### src/rtl/csc_regs.vh
`ifndef CSC_REGS_VH
`define CSC_REGS_VH

// System clock
`define CSC_CLK_HZ 50000000
`define CSC_CLK_MHZ 50

// Lamp flash and trickle pulse rate, in hertz
`define CSC_FLASH_HZ 1
// Trickle pulse width, in microseconds
`define CSC_TRICKLE_PULSE_US 10000
// Temperature sampling interval for rate-of-rise, in seconds
`define CSC_SAMPLE_S 16

// Timer-program resistor times capacitor, in microseconds
`define CSC_RC_US 1000
// Scale of the resistor-capacitor product into the charge timeout
`define CSC_MTO_SCALE 35988
// Hold-off is the timeout divided by this
`define CSC_HOLDOFF_DIV 32
// Minimum-current divisor, applied by the external current comparator
`define CSC_MIN_CUR_DIV 14

// Wake-up probe pulses on the switching drive
`define CSC_PROBE_PULSES 3
`define CSC_PROBE_PERIOD 32
`define CSC_PROBE_WIDTH 8
`define CSC_PROBE_CNT_W 7

// Charge states, one-hot
`define CSC_ST_W 7
`define CSC_ST_QUAL 7'h01
`define CSC_ST_FAST 7'h02
`define CSC_ST_MAINT 7'h04
`define CSC_ST_DONE 7'h08
`define CSC_ST_ABSENT 7'h10
`define CSC_ST_SLEEP 7'h20
`define CSC_ST_PROBE 7'h40

// Lamp modes
`define CSC_LAMP_FLASH 2'h0
`define CSC_LAMP_LOW 2'h1
`define CSC_LAMP_HIZ 2'h2

// Timer width
`define CSC_TMR_W 48

`endif

### src/rtl/csc_ctrl.v
`timescale 1ns/1ns
`default_nettype none
`include "csc_regs.vh"

module csc_ctrl #(
   parameter [31:0] SEC_CYCLES = `CSC_CLK_HZ / `CSC_FLASH_HZ,
   parameter [31:0] PULSE_CYCLES = `CSC_TRICKLE_PULSE_US * `CSC_CLK_MHZ,
   parameter [`CSC_TMR_W-1:0] RC_US = `CSC_RC_US,
   parameter [`CSC_TMR_W-1:0] MTO_CYCLES = 48'h2 * RC_US * `CSC_MTO_SCALE * `CSC_CLK_MHZ
) (
   input wire sys_clk, // System clock, 50 MHz
   input wire rst, // Synchronous reset, active high
   input wire chem_lithium, // Pack chemistry is lithium
   input wire cell_above_sleep, // Cell voltage above sleep_threshold
   input wire cell_above_mcv, // Cell voltage above max_cell_voltage
   input wire cell_below_lbat, // Cell voltage below precharge_min_voltage
   input wire current_over_limit, // Sensed current above fast-charge limit
   input wire current_below_min, // Sensed current below limit / 14
   input wire temp_cutoff, // Thermistor beyond temp_cutoff
   input wire hot_fault, // Thermistor beyond hot_fault
   input wire cold_fault, // Thermistor beyond cold_fault
   input wire temp_rise_detect, // Rate-of-rise limit seen by evaluator
   output reg status_lamp_out, // Open-drain lamp data, always low
   output reg status_lamp_oe, // Lamp pulled low while high
   output reg switch_drive_out, // Switching-drive output
   output reg timer_program_out, // Timer-program pin data, always low
   output reg timer_program_oe, // Timer pin grounded while high
   output reg temp_sample_out, // One-cycle temperature sample strobe
   output reg [`CSC_ST_W-1:0] charge_state // Current charge state
);
   localparam [`CSC_PROBE_CNT_W-1:0] PROBE_LAST =
      `CSC_PROBE_PULSES * `CSC_PROBE_PERIOD - 1;
   localparam [`CSC_PROBE_CNT_W-1:0] PROBE_MASK = `CSC_PROBE_PERIOD - 1;
   localparam [`CSC_PROBE_CNT_W-1:0] PROBE_WIDTH = `CSC_PROBE_WIDTH;

   reg [`CSC_ST_W-1:0] next_state;
   reg suspended;
   reg next_suspended;
   reg [`CSC_PROBE_CNT_W-1:0] probe_cnt;
   reg rise_seen;
   reg next_drive;
   reg next_lamp_oe;
   wire flash;
   wire trickle_on;
   wire sample_tick;
   wire holdoff_done;
   wire expired;
   wire osc_run;
   wire timer_clear;
   wire timer_run;
   wire probe_done;
   wire stop_any;

   // Lamp mode of a state; the one-hot code keeps the mapping unique
   function [1:0] lamp_mode;
      input [`CSC_ST_W-1:0] st;
      begin
         case (st)
            `CSC_ST_QUAL: lamp_mode = `CSC_LAMP_FLASH;
            `CSC_ST_FAST: lamp_mode = `CSC_LAMP_LOW;
            `CSC_ST_MAINT: lamp_mode = `CSC_LAMP_LOW;
            `CSC_ST_PROBE: lamp_mode = `CSC_LAMP_HIZ;
            default: lamp_mode = `CSC_LAMP_HIZ;
         endcase
      end
   endfunction

   // Oscillator halts in sleep, so the flash phase restarts on waking
   assign osc_run = (charge_state != `CSC_ST_SLEEP);
   assign timer_run = (charge_state == `CSC_ST_FAST);
   assign timer_clear = (charge_state == `CSC_ST_QUAL) &&
                        (next_state == `CSC_ST_FAST) && !suspended;
   assign probe_done = (probe_cnt == PROBE_LAST);
   assign stop_any = temp_cutoff || hot_fault;

   csc_timebase #(
      .SEC_CYCLES(SEC_CYCLES),
      .PULSE_CYCLES(PULSE_CYCLES),
      .SAMPLE_SECS(5'h10)
   ) u_timebase (
      .sys_clk(sys_clk),
      .rst(rst),
      .run(osc_run),
      .flash(flash),
      .trickle_on(trickle_on),
      .sample_tick(sample_tick)
   );

   csc_timer #(
      .MTO_CYCLES(MTO_CYCLES)
   ) u_timer (
      .sys_clk(sys_clk),
      .rst(rst),
      .clear(timer_clear),
      .run(timer_run),
      .holdoff_done(holdoff_done),
      .expired(expired)
   );

   // Charge-state transitions; sleep entry overrides every state
   always @* begin
      next_state = charge_state;
      next_suspended = suspended;
      case (charge_state)
         `CSC_ST_QUAL: begin
            if (stop_any) begin
               next_state = `CSC_ST_DONE;
               next_suspended = 1'b0;
            end else if (cell_above_mcv) begin
               next_state = `CSC_ST_ABSENT;
               next_suspended = 1'b0;
            end else if (!cold_fault && !cell_below_lbat) begin
               next_state = `CSC_ST_FAST;
            end
         end
         `CSC_ST_FAST: begin
            next_suspended = 1'b0;
            if (temp_cutoff) begin
               next_state = `CSC_ST_DONE;
            end else if (expired) begin
               next_state = `CSC_ST_DONE;
            end else if (cold_fault) begin
               next_state = `CSC_ST_QUAL;
               next_suspended = 1'b1;
            end else if (chem_lithium && holdoff_done && current_below_min) begin
               next_state = `CSC_ST_DONE;
            end else if (!chem_lithium && holdoff_done && rise_seen) begin
               next_state = `CSC_ST_MAINT;
            end
         end
         `CSC_ST_MAINT: begin
            if (stop_any || chem_lithium) begin
               next_state = `CSC_ST_DONE;
            end
         end
         `CSC_ST_DONE: begin
            next_state = `CSC_ST_DONE;
         end
         `CSC_ST_ABSENT: begin
            if (!cell_above_mcv) begin
               next_state = `CSC_ST_QUAL;
            end
         end
         `CSC_ST_SLEEP: begin
            next_suspended = 1'b0;
            if (!cell_above_mcv) begin
               next_state = `CSC_ST_PROBE;
            end
         end
         `CSC_ST_PROBE: begin
            if (probe_done) begin
               next_state = `CSC_ST_QUAL;
            end
         end
         default: begin
            next_state = `CSC_ST_QUAL;
            next_suspended = 1'b0;
         end
      endcase
      if (cell_above_sleep) begin
         next_state = `CSC_ST_SLEEP;
         next_suspended = 1'b0;
      end
   end

   // Drive and lamp follow the next state so a fault is seen the same edge
   always @* begin
      next_drive = 1'b0;
      case (next_state)
         `CSC_ST_QUAL: begin
            next_drive = trickle_on;
         end
         `CSC_ST_FAST: begin
            next_drive = !current_over_limit && !cell_above_mcv;
         end
         `CSC_ST_MAINT: begin
            next_drive = trickle_on && !chem_lithium;
         end
         `CSC_ST_PROBE: begin
            next_drive = ((probe_cnt & PROBE_MASK) < PROBE_WIDTH);
         end
         `CSC_ST_SLEEP: begin
            next_drive = 1'b0;
         end
         default: begin
            next_drive = 1'b0;
         end
      endcase
      case (lamp_mode(next_state))
         `CSC_LAMP_FLASH: next_lamp_oe = flash;
         `CSC_LAMP_LOW: next_lamp_oe = 1'b1;
         default: next_lamp_oe = 1'b0;
      endcase
   end

   // State, suspend flag and the wake-up probe counter
   always @(posedge sys_clk) begin
      if (rst) begin
         charge_state <= `CSC_ST_QUAL;
         suspended <= 1'b0;
         probe_cnt <= {`CSC_PROBE_CNT_W{1'b0}};
      end else begin
         charge_state <= next_state;
         suspended <= next_suspended;
         if (charge_state == `CSC_ST_PROBE && !probe_done) begin
            probe_cnt <= probe_cnt + 7'h01;
         end else if (charge_state != `CSC_ST_PROBE) begin
            probe_cnt <= {`CSC_PROBE_CNT_W{1'b0}};
         end
      end
   end

   // Rate-of-rise verdict is only taken at a sample point, not continuously
   always @(posedge sys_clk) begin
      if (rst) begin
         rise_seen <= 1'b0;
         temp_sample_out <= 1'b0;
      end else begin
         temp_sample_out <= sample_tick && timer_run && !chem_lithium;
         if (!timer_run) begin
            rise_seen <= 1'b0;
         end else if (sample_tick) begin
            rise_seen <= temp_rise_detect;
         end
      end
   end

   // Pin outputs; open-drain data stays low, only the enables and the switching drive move
   always @(posedge sys_clk) begin
      if (rst) begin
         status_lamp_out <= 1'b0;
         status_lamp_oe <= 1'b0;
         switch_drive_out <= 1'b0;
         timer_program_out <= 1'b0;
         timer_program_oe <= 1'b0;
      end else begin
         status_lamp_out <= 1'b0;
         status_lamp_oe <= next_lamp_oe;
         switch_drive_out <= next_drive;
         timer_program_out <= 1'b0;
         timer_program_oe <= (next_state == `CSC_ST_SLEEP);
      end
   end
endmodule

`default_nettype wire

### src/rtl/csc_timebase.v
`timescale 1ns/1ns
`default_nettype none
`include "csc_regs.vh"

module csc_timebase #(
   parameter [31:0] SEC_CYCLES = `CSC_CLK_HZ / `CSC_FLASH_HZ,
   parameter [31:0] PULSE_CYCLES = `CSC_TRICKLE_PULSE_US * `CSC_CLK_MHZ,
   parameter [4:0] SAMPLE_SECS = `CSC_SAMPLE_S
) (
   input wire sys_clk, // System clock
   input wire rst, // Synchronous reset
   input wire run, // Oscillator running
   output reg flash, // Lamp flash phase, 1 Hz
   output reg trickle_on, // Trickle pulse window, 1 Hz
   output reg sample_tick // One pulse per sampling interval
);
   reg [31:0] cnt;
   reg [4:0] secs;

   // Stopped oscillator restarts from phase zero, like a grounded RC pin
   always @(posedge sys_clk) begin
      if (rst || !run) begin
         cnt <= 32'h0;
         secs <= 5'h0;
         flash <= 1'b0;
         trickle_on <= 1'b0;
         sample_tick <= 1'b0;
      end else begin
         sample_tick <= 1'b0;
         if (cnt == SEC_CYCLES - 32'h1) begin
            cnt <= 32'h0;
            if (secs == SAMPLE_SECS - 5'h1) begin
               secs <= 5'h0;
               sample_tick <= 1'b1;
            end else begin
               secs <= secs + 5'h1;
            end
         end else begin
            cnt <= cnt + 32'h1;
         end
         flash <= (cnt < (SEC_CYCLES >> 1));
         trickle_on <= (cnt < PULSE_CYCLES);
      end
   end
endmodule

`default_nettype wire

### src/rtl/csc_timer.v
`timescale 1ns/1ns
`default_nettype none
`include "csc_regs.vh"

module csc_timer #(
   parameter [`CSC_TMR_W-1:0] MTO_CYCLES = 48'h1000
) (
   input wire sys_clk, // System clock
   input wire rst, // Synchronous reset
   input wire clear, // Start of a new fast-charge cycle
   input wire run, // Count while high up to the timeout, where it holds; hold while low
   output reg holdoff_done, // Hold-off period elapsed
   output reg expired // Charge timeout reached
);
   localparam [`CSC_TMR_W-1:0] HOLDOFF = MTO_CYCLES / `CSC_HOLDOFF_DIV;
   reg [`CSC_TMR_W-1:0] cnt;

   // Pausing keeps the count so a suspended charge resumes in place
   always @(posedge sys_clk) begin
      if (rst || clear) begin
         cnt <= {`CSC_TMR_W{1'b0}};
         holdoff_done <= 1'b0;
         expired <= 1'b0;
      end else begin
         if (run && cnt != MTO_CYCLES) begin
            cnt <= cnt + 48'h1;
         end
         holdoff_done <= (cnt >= HOLDOFF);
         expired <= (cnt >= MTO_CYCLES);
      end
   end
endmodule

`default_nettype wire

### config.mk
export PLATFORM = sky130hd
export DESIGN_NAME = csc_ctrl
export DESIGN_NICKNAME = d
export VERILOG_FILES = /design/src/rtl/csc_ctrl.v /design/src/rtl/csc_timebase.v /design/src/rtl/csc_timer.v
export VERILOG_INCLUDE_DIRS = /design/src /design/src/rtl
export SDC_FILE = /design/constraint.sdc
export NUM_CORES = 1
export LEC_CHECK = 0
export BUFFER_PORTS_ARGS = -buffer_cell sky130_fd_sc_hd__clkbuf_2
export CAP_MARGIN = 5
export CORE_MARGIN = 1
export CORE_UTILIZATION = 30
export CTS_CLUSTER_SIZE = 10
export DETAILED_ROUTE_END_ITERATION = 8
export GPL_TIMING_DRIVEN = 0
export SYNTH_ARGS = -nofsm -noshare
export SYNTH_HDL_FRONTEND = slang
export SYNTH_SLANG_ARGS = --single-unit
### constraint.sdc
create_clock -name sys_clk -period 3 [get_ports sys_clk]
set_input_delay 0.6 -clock sys_clk [delete_from_list [all_inputs] [get_ports sys_clk]]
set_output_delay 0.6 -clock sys_clk [all_outputs]
set_load 0.005 [all_outputs]
==> reports/qor.yml <==
pwr:
  intPower_uw: 2167
  p_per_area_nw_per_um2: 448.5
  p_sw_uw: 662.8
  power.share.sequential_pct: 52.3
  power_frac_comb_pct: 4.4
  leakagePower_uw: 0.002173
  vdd_drop_max_mv: 0.2638
  p_sw_share_pct: 23.43
  clockPowerShare_pct: 43.3
timing:
  fin_setup_tns_ns: 0
  hold_violations: 0
  max_slew.worst_pin.slew_ns: 0.8411
  max_slew_margin_pct: 43.41
  slew_violations: 0
  period_share_pct: 94.06
  max_freq_mhz: 354.4
  rsz0062_at_grt: "false"
  holdWs_ns: 0.4686
  clock_skew_ns: 0.01096
  fin_crit_ns: 2.822
  final-setup-viol-count: 0
yosys:
  netlist_area_um2: 5597
  synth_area_leaders: "dfxtp_1 39%, nor2_1 8.7%, xnor2_1 6.3%"
  synth-seq-cells: 110
  synth-seq-area-share_pct: 39.35
  synth_common_cells: "130 x nor2_1, 110 x dfxtp_1, 53 x nand2_1"
  yosysWarnings: 0
  async_reset_ff_share_pct: 0
  synth_ff_type: "dfxtp_1"
  synth_top_area_share_pct: 39.35
  synth_edf_count: 0
  synth.largest_area_cell: "dfxtp_1"
  avgSynthCellArea_um2: 8.135
  syn_inst: 688
  ys_types: 59
  yosysMostFrequentCell: "nor2_1"
setup_path:
  slowest_delay_ns: 0.52
  endpoint_kind: "register"
  r2r_start: "charge_state[3]"
  critPathKind: "register to register"
  crit_fanout: 10
  critPathLaunch: "charge_state[3]"
  cp.required_ns: 3.24
  slowest_stage: "or4_1"
  start_kind: "register"
  crit_chain: "buf_2 -> or4_1 -> buf_4 -> nor4_4 -> a32oi_1 -> a211o_1 -> o31ai_4 -> buf_6 -> a21oi_1"
  arrival_ns: 3.06
final_layout:
  multi_input_area_um2: 3196
  layout-drive-gt1-share_pct: 8.253
  area_growth_pct: 12.72
  regArea_um2: 2202
  diodes: 0
  fin_cells: 956
  layout.nets: 740
  fill_cells: 1913
routing:
  antenna_left: 0
  vias: 4832
  avgRoutedWirePerCell_um: 13.54
  first_pass_iters: 6
  drc: 2
  wl_mm: 12.94
  viasPerCell: 5.054
  drtIter0Drc: 243
clock_tree:
  htree_num_levels: 3
  clock_sinks: 110
  clock_latency_ns: 0.36
  cts_buffer_depth: 2
  cts_root_buffer: "clkbuf_16"
  cts_tree: "yes"
  cts_setup_buffers: 0
  hold_buffers: 0
  path_clk_slew_ns: 0.08
  numCtsBuffers: 9
grt:
  gr-max-usage-layer: "met2"
  gr-usage-met1_pct: 18.01
  met2_usage_pct: 23.00
  grt_pass1_vias: 4479
  grt_max_degree: 19
  track_usage_pct: 14.11
  globalRouteMet3Util_pct: 4.420
  antenna_found_initial: 1
  grt-ovfl-total: 0
  grt_pass1_wl_mm: 22.02
placement:
  place_congestion: 0.8395
  dp_cells: 940
  hpwl_mm: 9.405
  port_buffers: 22
floorplan:
  io_pins: 25
  die_area_um2: 19210
  die_h_um: 138.6
  die_w_um: 138.6
  fp.coreArea_um2: 18150
  start_util_pct: 30.84
  rows: 49
worst_hold_path:
  min_path_type: "register to register"
  min-delay-start: "u_timebase.cnt[0]"
status:
  status: "complete, but fails checks"
  failed_checks: "DRC"
flow_run:
  cap_viol_max_count: 0
## final cells by class
cell class	instances	share of cell area, %
flip-flops and latches	110	34.91
well taps	229	4.542
clock buffers	9	3.570
repair buffers	23	1.825
multi-input cells	536	50.65
clock inverters	6	1.091
plain buffers	27	2.459
inverters	16	0.9520
## per-stage QoR
stage	cell area, um2	utilization, %	total power [uW]	worst slack [ns]
floorplan	5600	-	1593	0.4981
global placement	5997	33.05	1639	-0.1090
detailed placement	5997	33.05	1640	-0.04807
CTS	6297	34.70	2864	0.1471
global route	6309	34.76	2941	0.02919
finish	6309	34.76	2829	0.1782
## logic make-up (layout without fill, tap and decap cells)
kind of cell               count (synthesis)  in the layout  share of synthesized area [%]
muxes                                      3              3                         0.5366
AOI/OAI and AO/OA                         63             63                          7.780
other                                      1              2                        0.06700
and+or+nand+nor                          384            384                          34.94
buffers and inverters                     43             81                          3.845
xor gates and xnor gates                  79             79                          12.36
DFF                                      110            110                          39.35
adders and majority gates                  5              5                          1.118
## path summary, 6_finish.rpt
kind | slack, ns | cells past startpoint | endpoint
setup / recovery | 0.18 | 9 | u_timer.holdoff_done
hold / removal | 0.47 | 1 | u_timebase.cnt[0]
setup reg to reg | 0.18 | 9 | u_timer.holdoff_done
hold reg to reg | 0.47 | 1 | u_timebase.cnt[0]
## state kept, by name (all words and copies together) (netlist names)
signal                  flops
charge_state                7
switch_drive_out            1
u_timer.holdoff_done        1
suspended                   1
u_timebase.sample_tick      1
timer_program_oe            1
probe_cnt                   7
temp_sample_out             1
u_timer.cnt                48
u_timebase.secs             5
rise_seen                   1
status_lamp_oe              1
u_timebase.flash            1
u_timebase.cnt             32
u_timer.expired             1
u_timebase.trickle_on       1
## cell usage in the layout, fill, tap and decap left out, types with 3 or more instances in the layout
master,instances
nor4b_1,3
nand4_1,31
o21ai_0,13
and4_1,9
mux2i_1,3
nor3_1,27
nor4_2,3
inv_1,16
ha_1,5
a21o_1,4
and3_1,15
xor2_1,39
nand3_1,43
nand2b_1,7
nor4_1,20
a21oi_1,16
and2_1,5
buf_6,5
or3_1,11
nand2_1,53
buf_2,4
clkbuf_2,23
buf_4,3
nor3b_1,3
nor2_1,130
xnor2_1,40
or4_1,5
dfxtp_1,110
clkbuf_1,13
clkbuf_16,9
nor2b_1,7
nor4bb_1,3
## power by group through the flow
stage / Sequential [uW] / Clock (uW) / Combinational, uW
3_5_place_dp: 1510 / 0 / 127
4_1_cts: 1480 / 1260 / 127
3_3_place_gp: 1510 / 0 / 126
6_report: 1480 / 1230 / 126
2_1_floorplan: 1510 / 0 / 82.5
5_1_grt: 1480 / 1320 / 140
## per-layer routing
layer / up-vias / routed length, um
li1: 2487 / -
met1: 2249 / 6311
met2: 79 / 5905
met3: 17 / 541
met4: 0 / 186
met5: - / 0
## timing repair
item,4_1_cts,5_1_grt
endpoints found under the hold margin,0,0
resized for setup,1,1
endpoints found under the setup margin,4,9
## worst max-delay path: cells and delay by family (launching register included)
family                 cells  cell delay, ns
AO/OA/AOI/OAI              4            0.99
buffers and inverters      3            0.57
flip-flops                 1            0.31
AND/OR/NAND/NOR            2            0.83
Note: power is estimated with default switching activity, not from simulation.
